==> src/hcie_pkg.sv <==
// Package for the host-side processor interrupt enable and identifier block.
// Assumes a 16-bit shared processor bus that carries command codes then data.
package hcie_pkg;

    // ==========================================================
    // Command codes
    localparam logic [7:0]  CMD_MASK_RD      = 8'h25;  // Read enable mask
    localparam logic [7:0]  CMD_MASK_WR      = 8'ha5;  // Write enable mask
    localparam logic [7:0]  CMD_ID_RD        = 8'h27;  // Read identifier

    // ==========================================================
    // Enable field positions
    localparam int          BIT_SOF          = 0;      // Frame start
    localparam int          BIT_ASYNC        = 1;      // Async list
    localparam int          BIT_EOT          = 2;      // End of transfer
    localparam int          BIT_OPR          = 4;      // Operational reg event
    localparam int          BIT_SUSP         = 5;      // Host suspended
    localparam int          BIT_CLKRDY       = 6;      // Clock ready
    localparam logic [15:0] MASK_LIVE        = 16'h0077; // Bits that gate sources
    localparam logic [15:0] MASK_RESET       = 16'h0000; // Power-on mask
    localparam int          HW_GLOBAL_BIT    = 0;      // Global enable in hw config

    // ==========================================================
    // Identifier layout; both values arbitrary, not a real part's
    localparam logic [7:0]  ID_PRODUCT       = 8'h5a;  // Arbitrary product code
    localparam logic [7:0]  ID_REVISION      = 8'h01;  // Arbitrary revision
    localparam logic [15:0] DATA_ZERO        = 16'h0000; // Idle read data

    // ==========================================================
    // Bus transaction states
    typedef enum logic [2:0] {
        ST_IDLE = 3'b001,   // Waiting for a command
        ST_WDAT = 3'b010,   // Waiting for write data
        ST_RDAT = 3'b100    // Presenting read data
    } hcie_state_t;

endpackage

==> src/hcie_gate.sv <==
// Masks status bits by enable bits and combines them under a global enable.
// Assumes status and enables are on clk_sys already.
`timescale 1ns/100ps
module hcie_gate (
    input  wire logic [15:0] status,     // Pending events
    input  wire logic [15:0] enable,     // Enable mask register
    input  wire logic        global_en,  // Global enable
    output logic             irq_req     // Combined request
);
    // Only live bits may unmask; reserved bits never do
    always_comb begin
        irq_req = global_en && |(status & enable & hcie_pkg::MASK_LIVE);
    end
endmodule

==> src/hcie_sync.sv <==
// Two-flop synchroniser for one pin-level input.
// Assumes the input is asynchronous to clk_sys.
`timescale 1ns/100ps
module hcie_sync (
    input  wire logic clk_sys,   // System clock
    input  wire logic rst,       // Sync reset, high
    input  wire logic d_in,      // Async level
    output logic      q_out      // Synchronised level
);
    // ==========================================================
    // Synchroniser flops
    logic meta_r;                // First stage, read only by q_out

    // Two stages
    always_ff @(posedge clk_sys) begin
        if (rst) begin
            meta_r <= 1'b0;
            q_out  <= 1'b0;
        end else begin
            meta_r <= d_in;
            q_out  <= meta_r;
        end
    end
endmodule

==> src/hcie_top.sv <==
// Processor interrupt enable mask and identifier register of the host side.
// Assumes a shared 16-bit bus: command cycle (cmd_wr_n) then data cycle.
// Status events and the global enable come from logic on clk_sys.
`timescale 1ns/100ps

module hcie_top (
    input  wire logic        clk_sys,      // System clock 25 MHz
    input  wire logic        rst,          // Sync reset, high
    input  wire logic        cs_n,         // Chip select pin, low
    input  wire logic        cmd_wr_n,     // Command strobe pin, low
    input  wire logic        wr_n,         // Data write strobe pin, low
    input  wire logic        rd_n,         // Data read strobe pin, low
    input  wire logic [15:0] data_in,      // Bus data in
    output logic      [15:0] data_out,     // Bus data out
    output logic             data_oe_n,    // Bus drive enable, low drives
    input  wire logic [15:0] host_cpu_irq_status, // Status bits
    input  wire logic        host_hw_config_en,   // Global enable bit
    input  wire logic        suspend_req,  // Control register wrote suspend
    input  wire logic        downstream_suspended, // All ports suspended
    output logic             sof_enable,   // Frame generator running
    output logic             host_irq_pin  // Interrupt request, high
);
    // ==========================================================
    // Pin synchronisers
    logic cs_s;        // Synchronised select (active high level)
    logic cmd_s;       // Synchronised command strobe
    logic wr_s;        // Synchronised write strobe
    logic rd_s;        // Synchronised read strobe
    logic [15:0] din_s1_r; // Data first stage
    logic [15:0] din_s2_r; // Data second stage

    hcie_sync u_cs  (.clk_sys(clk_sys), .rst(rst), .d_in(~cs_n),     .q_out(cs_s));
    hcie_sync u_cmd (.clk_sys(clk_sys), .rst(rst), .d_in(~cmd_wr_n), .q_out(cmd_s));
    hcie_sync u_wr  (.clk_sys(clk_sys), .rst(rst), .d_in(~wr_n),     .q_out(wr_s));
    hcie_sync u_rd  (.clk_sys(clk_sys), .rst(rst), .d_in(~rd_n),     .q_out(rd_s));

    // Data bus two-flop stage
    always_ff @(posedge clk_sys) begin
        if (rst) begin
            din_s1_r <= hcie_pkg::DATA_ZERO;
            din_s2_r <= hcie_pkg::DATA_ZERO;
        end else begin
            din_s1_r <= data_in;
            din_s2_r <= din_s1_r;
        end
    end

    // ==========================================================
    // Strobe edge detection on synchronised levels
    logic cmd_d_r;     // Previous command strobe
    logic wr_d_r;      // Previous write strobe
    logic rd_d_r;      // Previous read strobe
    logic cmd_rise;    // Command strobe asserted
    logic wr_rise;     // Write strobe asserted
    logic rd_rise;     // Read strobe asserted
    logic rd_fall;     // Read strobe released

    // Delay strobes one cycle
    always_ff @(posedge clk_sys) begin
        if (rst) begin
            cmd_d_r <= 1'b0;
            wr_d_r  <= 1'b0;
            rd_d_r  <= 1'b0;
        end else begin
            cmd_d_r <= cmd_s;
            wr_d_r  <= wr_s;
            rd_d_r  <= rd_s;
        end
    end

    assign cmd_rise = cs_s && cmd_s && !cmd_d_r;
    assign wr_rise  = cs_s && wr_s && !wr_d_r;
    assign rd_rise  = cs_s && rd_s && !rd_d_r;
    assign rd_fall  = !rd_s && rd_d_r;

    // ==========================================================
    // Command decoder
    hcie_pkg::hcie_state_t state_r;   // Bus state
    hcie_pkg::hcie_state_t state_nxt; // Next bus state
    logic [7:0]  cmd_r;               // Latched command code
    logic [15:0] mask_r;              // Enable mask register

    // Next-state logic
    always_comb begin
        state_nxt = state_r;
        unique case (state_r)
            hcie_pkg::ST_IDLE: begin
                // Only known codes open a data phase
                if (cmd_rise && din_s2_r[7:0] == hcie_pkg::CMD_MASK_WR) begin
                    state_nxt = hcie_pkg::ST_WDAT;
                end else if (cmd_rise && (din_s2_r[7:0] == hcie_pkg::CMD_MASK_RD ||
                                          din_s2_r[7:0] == hcie_pkg::CMD_ID_RD)) begin
                    state_nxt = hcie_pkg::ST_RDAT;
                end
            end
            hcie_pkg::ST_WDAT: begin
                // Write data taken on strobe
                if (wr_rise || cmd_rise) begin
                    state_nxt = hcie_pkg::ST_IDLE;
                end
            end
            hcie_pkg::ST_RDAT: begin
                // Read finished on strobe release
                if (rd_fall || cmd_rise) begin
                    state_nxt = hcie_pkg::ST_IDLE;
                end
            end
            default: state_nxt = hcie_pkg::ST_IDLE;
        endcase
    end

    // State register
    always_ff @(posedge clk_sys) begin
        if (rst) begin
            state_r <= hcie_pkg::ST_IDLE;
        end else begin
            state_r <= state_nxt;
        end
    end

    // Latch command code
    always_ff @(posedge clk_sys) begin
        if (rst) begin
            cmd_r <= 8'h00;
        end else if (cmd_rise) begin
            cmd_r <= din_s2_r[7:0];
        end
    end

    // ==========================================================
    // Enable mask register
    always_ff @(posedge clk_sys) begin
        if (rst) begin
            mask_r <= hcie_pkg::MASK_RESET;
        end else if (state_r == hcie_pkg::ST_WDAT && wr_rise) begin
            mask_r <= din_s2_r;
        end
    end

    // ==========================================================
    // Read data path
    always_ff @(posedge clk_sys) begin
        if (rst) begin
            data_out  <= hcie_pkg::DATA_ZERO;
            data_oe_n <= 1'b1;
        end else if (state_r == hcie_pkg::ST_RDAT && rd_rise) begin
            data_oe_n <= 1'b0;
            if (cmd_r == hcie_pkg::CMD_ID_RD) begin
                data_out <= {hcie_pkg::ID_PRODUCT, hcie_pkg::ID_REVISION};
            end else begin
                data_out <= mask_r;
            end
        end else if (state_r != hcie_pkg::ST_RDAT || rd_fall) begin
            data_out  <= hcie_pkg::DATA_ZERO;
            data_oe_n <= 1'b1;
        end
    end

    // ==========================================================
    // Suspend sequencing
    always_ff @(posedge clk_sys) begin
        if (rst) begin
            sof_enable <= 1'b1;
        end else if (suspend_req && downstream_suspended) begin
            sof_enable <= 1'b0;
        end else if (!suspend_req) begin
            sof_enable <= 1'b1;
        end
    end

    // ==========================================================
    // Interrupt output
    logic irq_req; // Combined gated request

    // end of transfer through bit 2
    hcie_gate u_gate (
        .status    (host_cpu_irq_status),
        .enable    (mask_r),
        .global_en (host_hw_config_en),
        .irq_req   (irq_req)
    );

    always_ff @(posedge clk_sys) begin
        if (rst) begin
            host_irq_pin <= 1'b0;
        end else begin
            host_irq_pin <= irq_req;
        end
    end
endmodule

==> config.mk <==
export PLATFORM = sky130hd
export DESIGN_NAME = hcie_top
export DESIGN_NICKNAME = d
export VERILOG_FILES = /design/src/hcie_pkg.sv /design/src/hcie_gate.sv /design/src/hcie_sync.sv /design/src/hcie_top.sv
export SDC_FILE = /design/constraint.sdc
export NUM_CORES = 1
export LEC_CHECK = 0
export BUFFER_PORTS_ARGS = -buffer_cell sky130_fd_sc_hd__clkbuf_2
export CORE_ASPECT_RATIO = 1.5
export CORE_UTILIZATION = 57
export CTS_CLUSTER_DIAMETER = 80
export DETAILED_ROUTE_END_ITERATION = 10
export PLACE_DENSITY = 0.8
export SYNTH_ARGS = -nofsm -noshare
export SYNTH_HDL_FRONTEND = slang
export SYNTH_HIERARCHICAL = 1
export SYNTH_SLANG_ARGS = --single-unit
==> constraint.sdc <==
create_clock -name clk_sys -period 3.7 [get_ports clk_sys]
set_input_delay 0.74 -clock clk_sys [delete_from_list [all_inputs] [get_ports clk_sys]]
set_output_delay 0.74 -clock clk_sys [all_outputs]
set_load 0.1 [all_outputs]
==> reports/results.ini, run 1 <==
[outcome]
status = complete, no violations

[logic_synthesis]
yosysWarnings = 6
synth_fp_nets = 336
yosys-top-cells-area = dfxtp_1, nor2b_1, nand2_1
ys_seq_elements = 89
avgSynthCellArea_sq_um = 9.942
synth.largest_area_cell = dfxtp_1
syn_inst = 295
ys_types = 32
synth_area_sq_mm = 0.002933
synth_top_area_share_pct = 60.75
ys_seq_area_share_pct = 60.75

[timing]
fin_skew_ns = 0.005203
slew-limit-headroom_pct = 50.80
finalCritPeriodShare_pct = 51.91
tns_ns = 0
max_freq_mhz = 520.7
tightest_slew_ns = 0.7381
maxSlewViolCount = 0
min_period_ns = 1.921
hold_violations = 0
grt_setup_unrepaired = false
finalSetupViolCount = 0

[drt]
drt_iter0_drc = 68
wl_per_cell_microns = 10.70
drtPass1Iterations = 4
wirelength_microns = 4407
ant_nets = 0
routed-via-count = 1999
drc = 0
viasPerCell = 4.852

[floorplan]
initial_core_util_pct = 60.01
ioPinCount = 60
die_x_microns = 60.57
chipHeight_microns = 89.85
core_sq_mm = 0.004887
row_count = 31
die_area_sq_mm = 0.005442

[power_and_ir_drop]
powerDensity_mw_per_mm2 = 494.2
ir_worst_vdd_mv = 0.2924
p_leak_nw = 1.387
power_mw = 1.684

[worst_setup_path]
crit_path_start_kind = register
cp.arrival_ns = 1.18
critPathSlowestCell = clkbuf_2
crit_chain = clkbuf_2
cp.required_ns = 2.96
critPathMaxFanout = 2
cp_num_buf_inv = 1
critical_path_class = reg -> out
cp_slowest_stage_delay_ns = 0.47
crit_family = buffers and inverters
end_kind = primary output

[clock_tree]
postCtsHoldBufs = 0
clockBufferDepth = 2
cts_tree = yes
post-cts-setup-buffers = 0
cts_root_buffer = clkbuf_8
clkTransAtPathRegs_ns = 0.08
cts-resized-gates = 0
htreeDepth = 3
clk_latency_ns = 0.35
clkSinkCount = 89
cts_buffers = 9

[final_layout]
utilization_pct = 69.71
final_cell_mix = dfxtp_1, clkbuf_2, nor2b_1
stdcell_area_sq_mm = 0.003407
nNetsFinal = 383
drive_gt1_share_pct = 20.23
n_antenna_cell = 0
layout.cells.most_common = dfxtp_1
syn_to_final_growth_pct = 16.17

[flow_run]
drv_cap = 0

[global_routing]
antenna_found_initial = 0
grt_max_degree = 41
grt_pass1_vias = 1844
grt.total_usage_pct = 18.84
grt_pass1_wl_microns = 7645
grt_overflow = 0

[placed_design]
dpl.hpwl_microns = 3018
place_area_sq_mm = 0.003212
gp_congestion = 0.8424
portBuffers = 49

[min_path]
hold_class = reg -> reg

==> final timing paths <==
| kind | startpoint | to | slack (ns) | cells after the start |
|---|---|---|---|---|
| worst max-delay path | data_oe_n | data_oe_n | 1.78 | 1 |
| worst min-delay path | din_s2_r[12] | mask_r[12] | 0.43 | 2 |
| worst max register to register | state_r[2] | data_out[8] | 1.83 | 4 |
| worst min register to register | din_s2_r[12] | mask_r[12] | 0.43 | 2 |
==> per-stage QoR <==
| stage | setup slack, ns | hold slack [ns] | std cells |
|---|---|---|---|
| after floorplan | 2.035 | 0.4138 | 295 |
| after global placement | 1.738 | 0.4177 | 397 |
| after detailed placement | 1.715 | 0.4218 | 397 |
| after CTS | 1.765 | 0.4376 | 412 |
| after global routing | 1.688 | 0.4517 | 412 |
| final | 1.779 | 0.4305 | 412 |
==> power breakdown <==
group / switching, mW / leakage (nW) / internal (mW) / total (mW)
Sequential: 0.00751 / 0.726 / 0.979 / 0.986
Combinational: 0.0264 / 0.559 / 0.0266 / 0.0530
Clock: 0.301 / 0.102 / 0.343 / 0.644
Total: 0.335 / 1.39 / 1.35 / 1.68
==> worst min-delay path, stage by stage (launching register included) <==
cell     delay (ns)
dfxtp_1        0.30
nand2_1        0.05
a21oi_1        0.05
==> sequential cells by signal (all words and copies together) (netlist names) <==
| name | count |
|---|---|
| u_rd/q_out | 1 |
| cmd_d_r | 1 |
| u_cmd/meta_r | 1 |
| sof_enable | 1 |
| state_r | 3 |
| cmd_r | 8 |
| u_cs/meta_r | 1 |
| u_cmd/q_out | 1 |
| u_cs/q_out | 1 |
| u_wr/meta_r | 1 |
| din_s1_r | 16 |
| host_irq_pin | 1 |
| data_oe_n | 1 |
| din_s2_r | 16 |
| wr_d_r | 1 |
| u_rd/meta_r | 1 |
| data_out | 16 |
| u_wr/q_out | 1 |
| mask_r | 16 |
| rd_d_r | 1 |
==> cells in the mapped netlist <==
library cell,instances
nand2_1,40
a2111o_1,1
nor3b_4,1
a21oi_1,25
nand3_1,2
a31oi_1,1
nor4b_1,1
o21ai_0,6
nor3_1,1
nand4b_1,1
nor2b_1,45
nor4_1,1
or3b_2,2
clkbuf_1,12
nand2b_1,2
and2_1,2
buf_6,1
o22ai_1,1
buf_2,3
and4b_1,1
nor2_1,19
a21bo_2,1
inv_1,6
nand3b_1,3
dfxtp_1,89
nor3b_1,2
a22oi_1,15
mux2i_1,7
or3b_1,1
and3b_1,1
a311o_1,1
a211oi_1,1
==> metal layers <==
metal / vias to the layer above / part of all wire, % / track usage [%]
met5: - / 0 / 0
met2: 51 / 48 / 30.13
met3: 10 / 4.6 / 5.180
li1: 1068 / - / -
met4: 0 / 2.9 / 11.36
met1: 870 / 44 / 21.50
==> cell type report <==
type | instances | area, sq um
multi-input combinational | 184 | 1057
sequential | 89 | 1782
timing repair buffer | 52 | 267.8
clock inverter | 3 | 40.04
inverter | 6 | 22.52
clock buffer | 12 | 155.1
fill | 393 | 1480
tap | 66 | 82.58
==> kinds of logic after synthesis <==
| family | after synthesis | synth area share, % |
|---|---|---|
| buffers and inverters | 22 | 3.199 |
| muxes | 7 | 2.389 |
| and+or+nand+nor | 125 | 22.78 |
| AOI/OAI and AO/OA | 52 | 10.88 |
| DFF | 89 | 60.75 |
No activity file was read; power rests on OpenSTA's default activity.
==> run 2: changes to the inputs <==
--- a/config.mk
+++ b/config.mk
@@ -7,10 +7,10 @@
 export LEC_CHECK = 0
 export BUFFER_PORTS_ARGS = -buffer_cell sky130_fd_sc_hd__clkbuf_2
 export CORE_ASPECT_RATIO = 1.5
-export CORE_UTILIZATION = 57
+export CORE_UTILIZATION = 53
 export CTS_CLUSTER_DIAMETER = 80
 export DETAILED_ROUTE_END_ITERATION = 10
-export PLACE_DENSITY = 0.8
+export PLACE_DENSITY = 0.75
 export SYNTH_ARGS = -nofsm -noshare
 export SYNTH_HDL_FRONTEND = slang
 export SYNTH_HIERARCHICAL = 1
==> constraint.sdc (replaced) <==
create_clock -name clk_sys -period 1.9 [get_ports clk_sys]
set_input_delay 0.38 -clock clk_sys [delete_from_list [all_inputs] [get_ports clk_sys]]
set_output_delay 0.38 -clock clk_sys [all_outputs]
set_load 0.1 [all_outputs]
==> reports/results.ini, run 2 (same netlist as run 1, synthesis figures left out) <==
[drt]
drtPass1Iterations = 4
drc = 0
drt_iter0_drc = 101
routed-via-count = 2019
wl_per_cell_microns = 10.93
viasPerCell = 4.842
wirelength_microns = 4558
ant_nets = 0

[global_routing]
grt_pass1_wl_microns = 7734
grt_max_degree = 41
grt_overflow = 0
grt.total_usage_pct = 17.01
grt_pass1_vias = 1784
antenna_found_initial = 0

[power_and_ir_drop]
p_sw_share_pct = 18.65
powerDensity_mw_per_mm2 = 991.1
power_mw = 3.447
pwr-share-comb_pct = 3.2
p_leak_nw = 1.420
ir_worst_vdd_mv = 0.6850
p_clk_share_pct = 41.1
p_seq_share_pct = 55.7
p_int_mw = 2.804
switching_power_mw = 0.6430

[placed_design]
portBuffers = 49
dpl.hpwl_microns = 3175
post-place-cells = 402
place_area_sq_mm = 0.003249
gp_congestion = 0.8194

[final_layout]
layout.cells.most_common = dfxtp_1
stdcell_area_sq_mm = 0.003478
n_antenna_cell = 0
drive_gt1_share_pct = 20.92
final_cells = 417
syn_to_final_growth_pct = 18.60
nNetsFinal = 386
final_cell_mix = dfxtp_1, clkbuf_2, nor2b_1

[clock_tree]
cts-resized-gates = 0
clkTransAtPathRegs_ns = 0.07
cts_root_buffer = clkbuf_8
post-cts-setup-buffers = 0
htreeDepth = 3
clockBufferDepth = 2
clkSinkCount = 89
cts_buffers = 9
cts_tree = yes
clk_latency_ns = 0.34
postCtsHoldBufs = 0

[flow_run]
drv_cap = 0

[floorplan]
row_count = 32
ioPinCount = 60
initial_core_util_pct = 55.92
chipHeight_microns = 93.11
core_sq_mm = 0.005245
die_area_sq_mm = 0.005841
die_x_microns = 62.74

[timing]
hold_violations = 0
min_period_ns = 1.701
maxSlewViolCount = 0
fin_skew_ns = 0.005524
grt_setup_unrepaired = false
tightest_slew_ns = 0.5593
finalSetupViolCount = 0
slew-limit-headroom_pct = 62.19
finalCritPeriodShare_pct = 89.50
max_freq_mhz = 588.0
tns_ns = 0

[worst_setup_path]
cp.required_ns = 2.13
critPathMaxFanout = 6
critPathSlowestCell = or3b_1
critical_path_class = reg -> reg
cp.arrival_ns = 1.93
crit_family = compound AO/OA/AOI/OAI gates
end_kind = register
crit_chain = or3b_1, o22ai_1, a22oi_1, a311o_1
cp_slowest_stage_delay_ns = 0.48
cp_num_buf_inv = 0
crit_path_start_kind = register

[min_path]
hold_class = in -> reg

[outcome]
status = complete, no violations

run 2: cell types whose count changed in the layout (fill, tap and decap cells not counted), sizes merged:
cell    previous run  this run
bufinv             1         2
buf                3         6
clkbuf            61        62
clkinv             2         0
run 2: power by group through the flow:
stage                     Clock (mW)  Sequential [mW]  Combinational (mW)
after floorplan                    0             1.97              0.0588
after global placement             0             1.96               0.109
after detailed placement           0             1.97               0.111
after CTS                       1.44             1.92               0.111
after global routing            1.53             1.93               0.122
final                           1.42             1.92               0.109
run 2: final cells by class:
type	count	area, sq um
clock buffer	13	168.9
clock inverter	2	60.06
sequential	89	1782
multi-input combinational	184	1057
tap	68	85.08
fill	415	1767
inverter	6	22.52
timing repair buffer	55	302.8
run 2: worst paths after layout:
kind                                   start    endpoint  slack, ns  cells past startpoint
worst max register to register    state_r[2]  state_r[0]       0.20                      4
worst min register to register  din_s2_r[10]  mask_r[10]       0.43                      2
worst max-delay path              state_r[2]  state_r[0]       0.20                      4
worst min-delay path             suspend_req  sof_enable       0.23                      2
run 2: worst reg2reg max path, cell delays in order (launching register included):
cell and delay [ns]:
dfxtp_1 0.40, or3b_1 0.48, o22ai_1 0.27, a22oi_1 0.13
a311o_1 0.33
run 2: metal layers:
layer  track usage [%]  wire (microns)  vias to the layer above
met5                 0               0                        -
met4             6.977              59                        0
met3             5.122             186                        6
met2             28.62            2147                       54
met1             20.03            2164                      885
li1                  -               -                     1074
run 2: through the flow:
step	hold WS (ns)	utilization (%)	setup WS (ns)
after floorplan	0.4138	-	0.3193
after global placement	0.4166	61.95	0.2244
after detailed placement	0.4204	61.95	0.1939
after CTS	0.2159	66.32	0.1913
after global routing	0.2154	66.32	0.09156
final	0.2280	66.32	0.1994
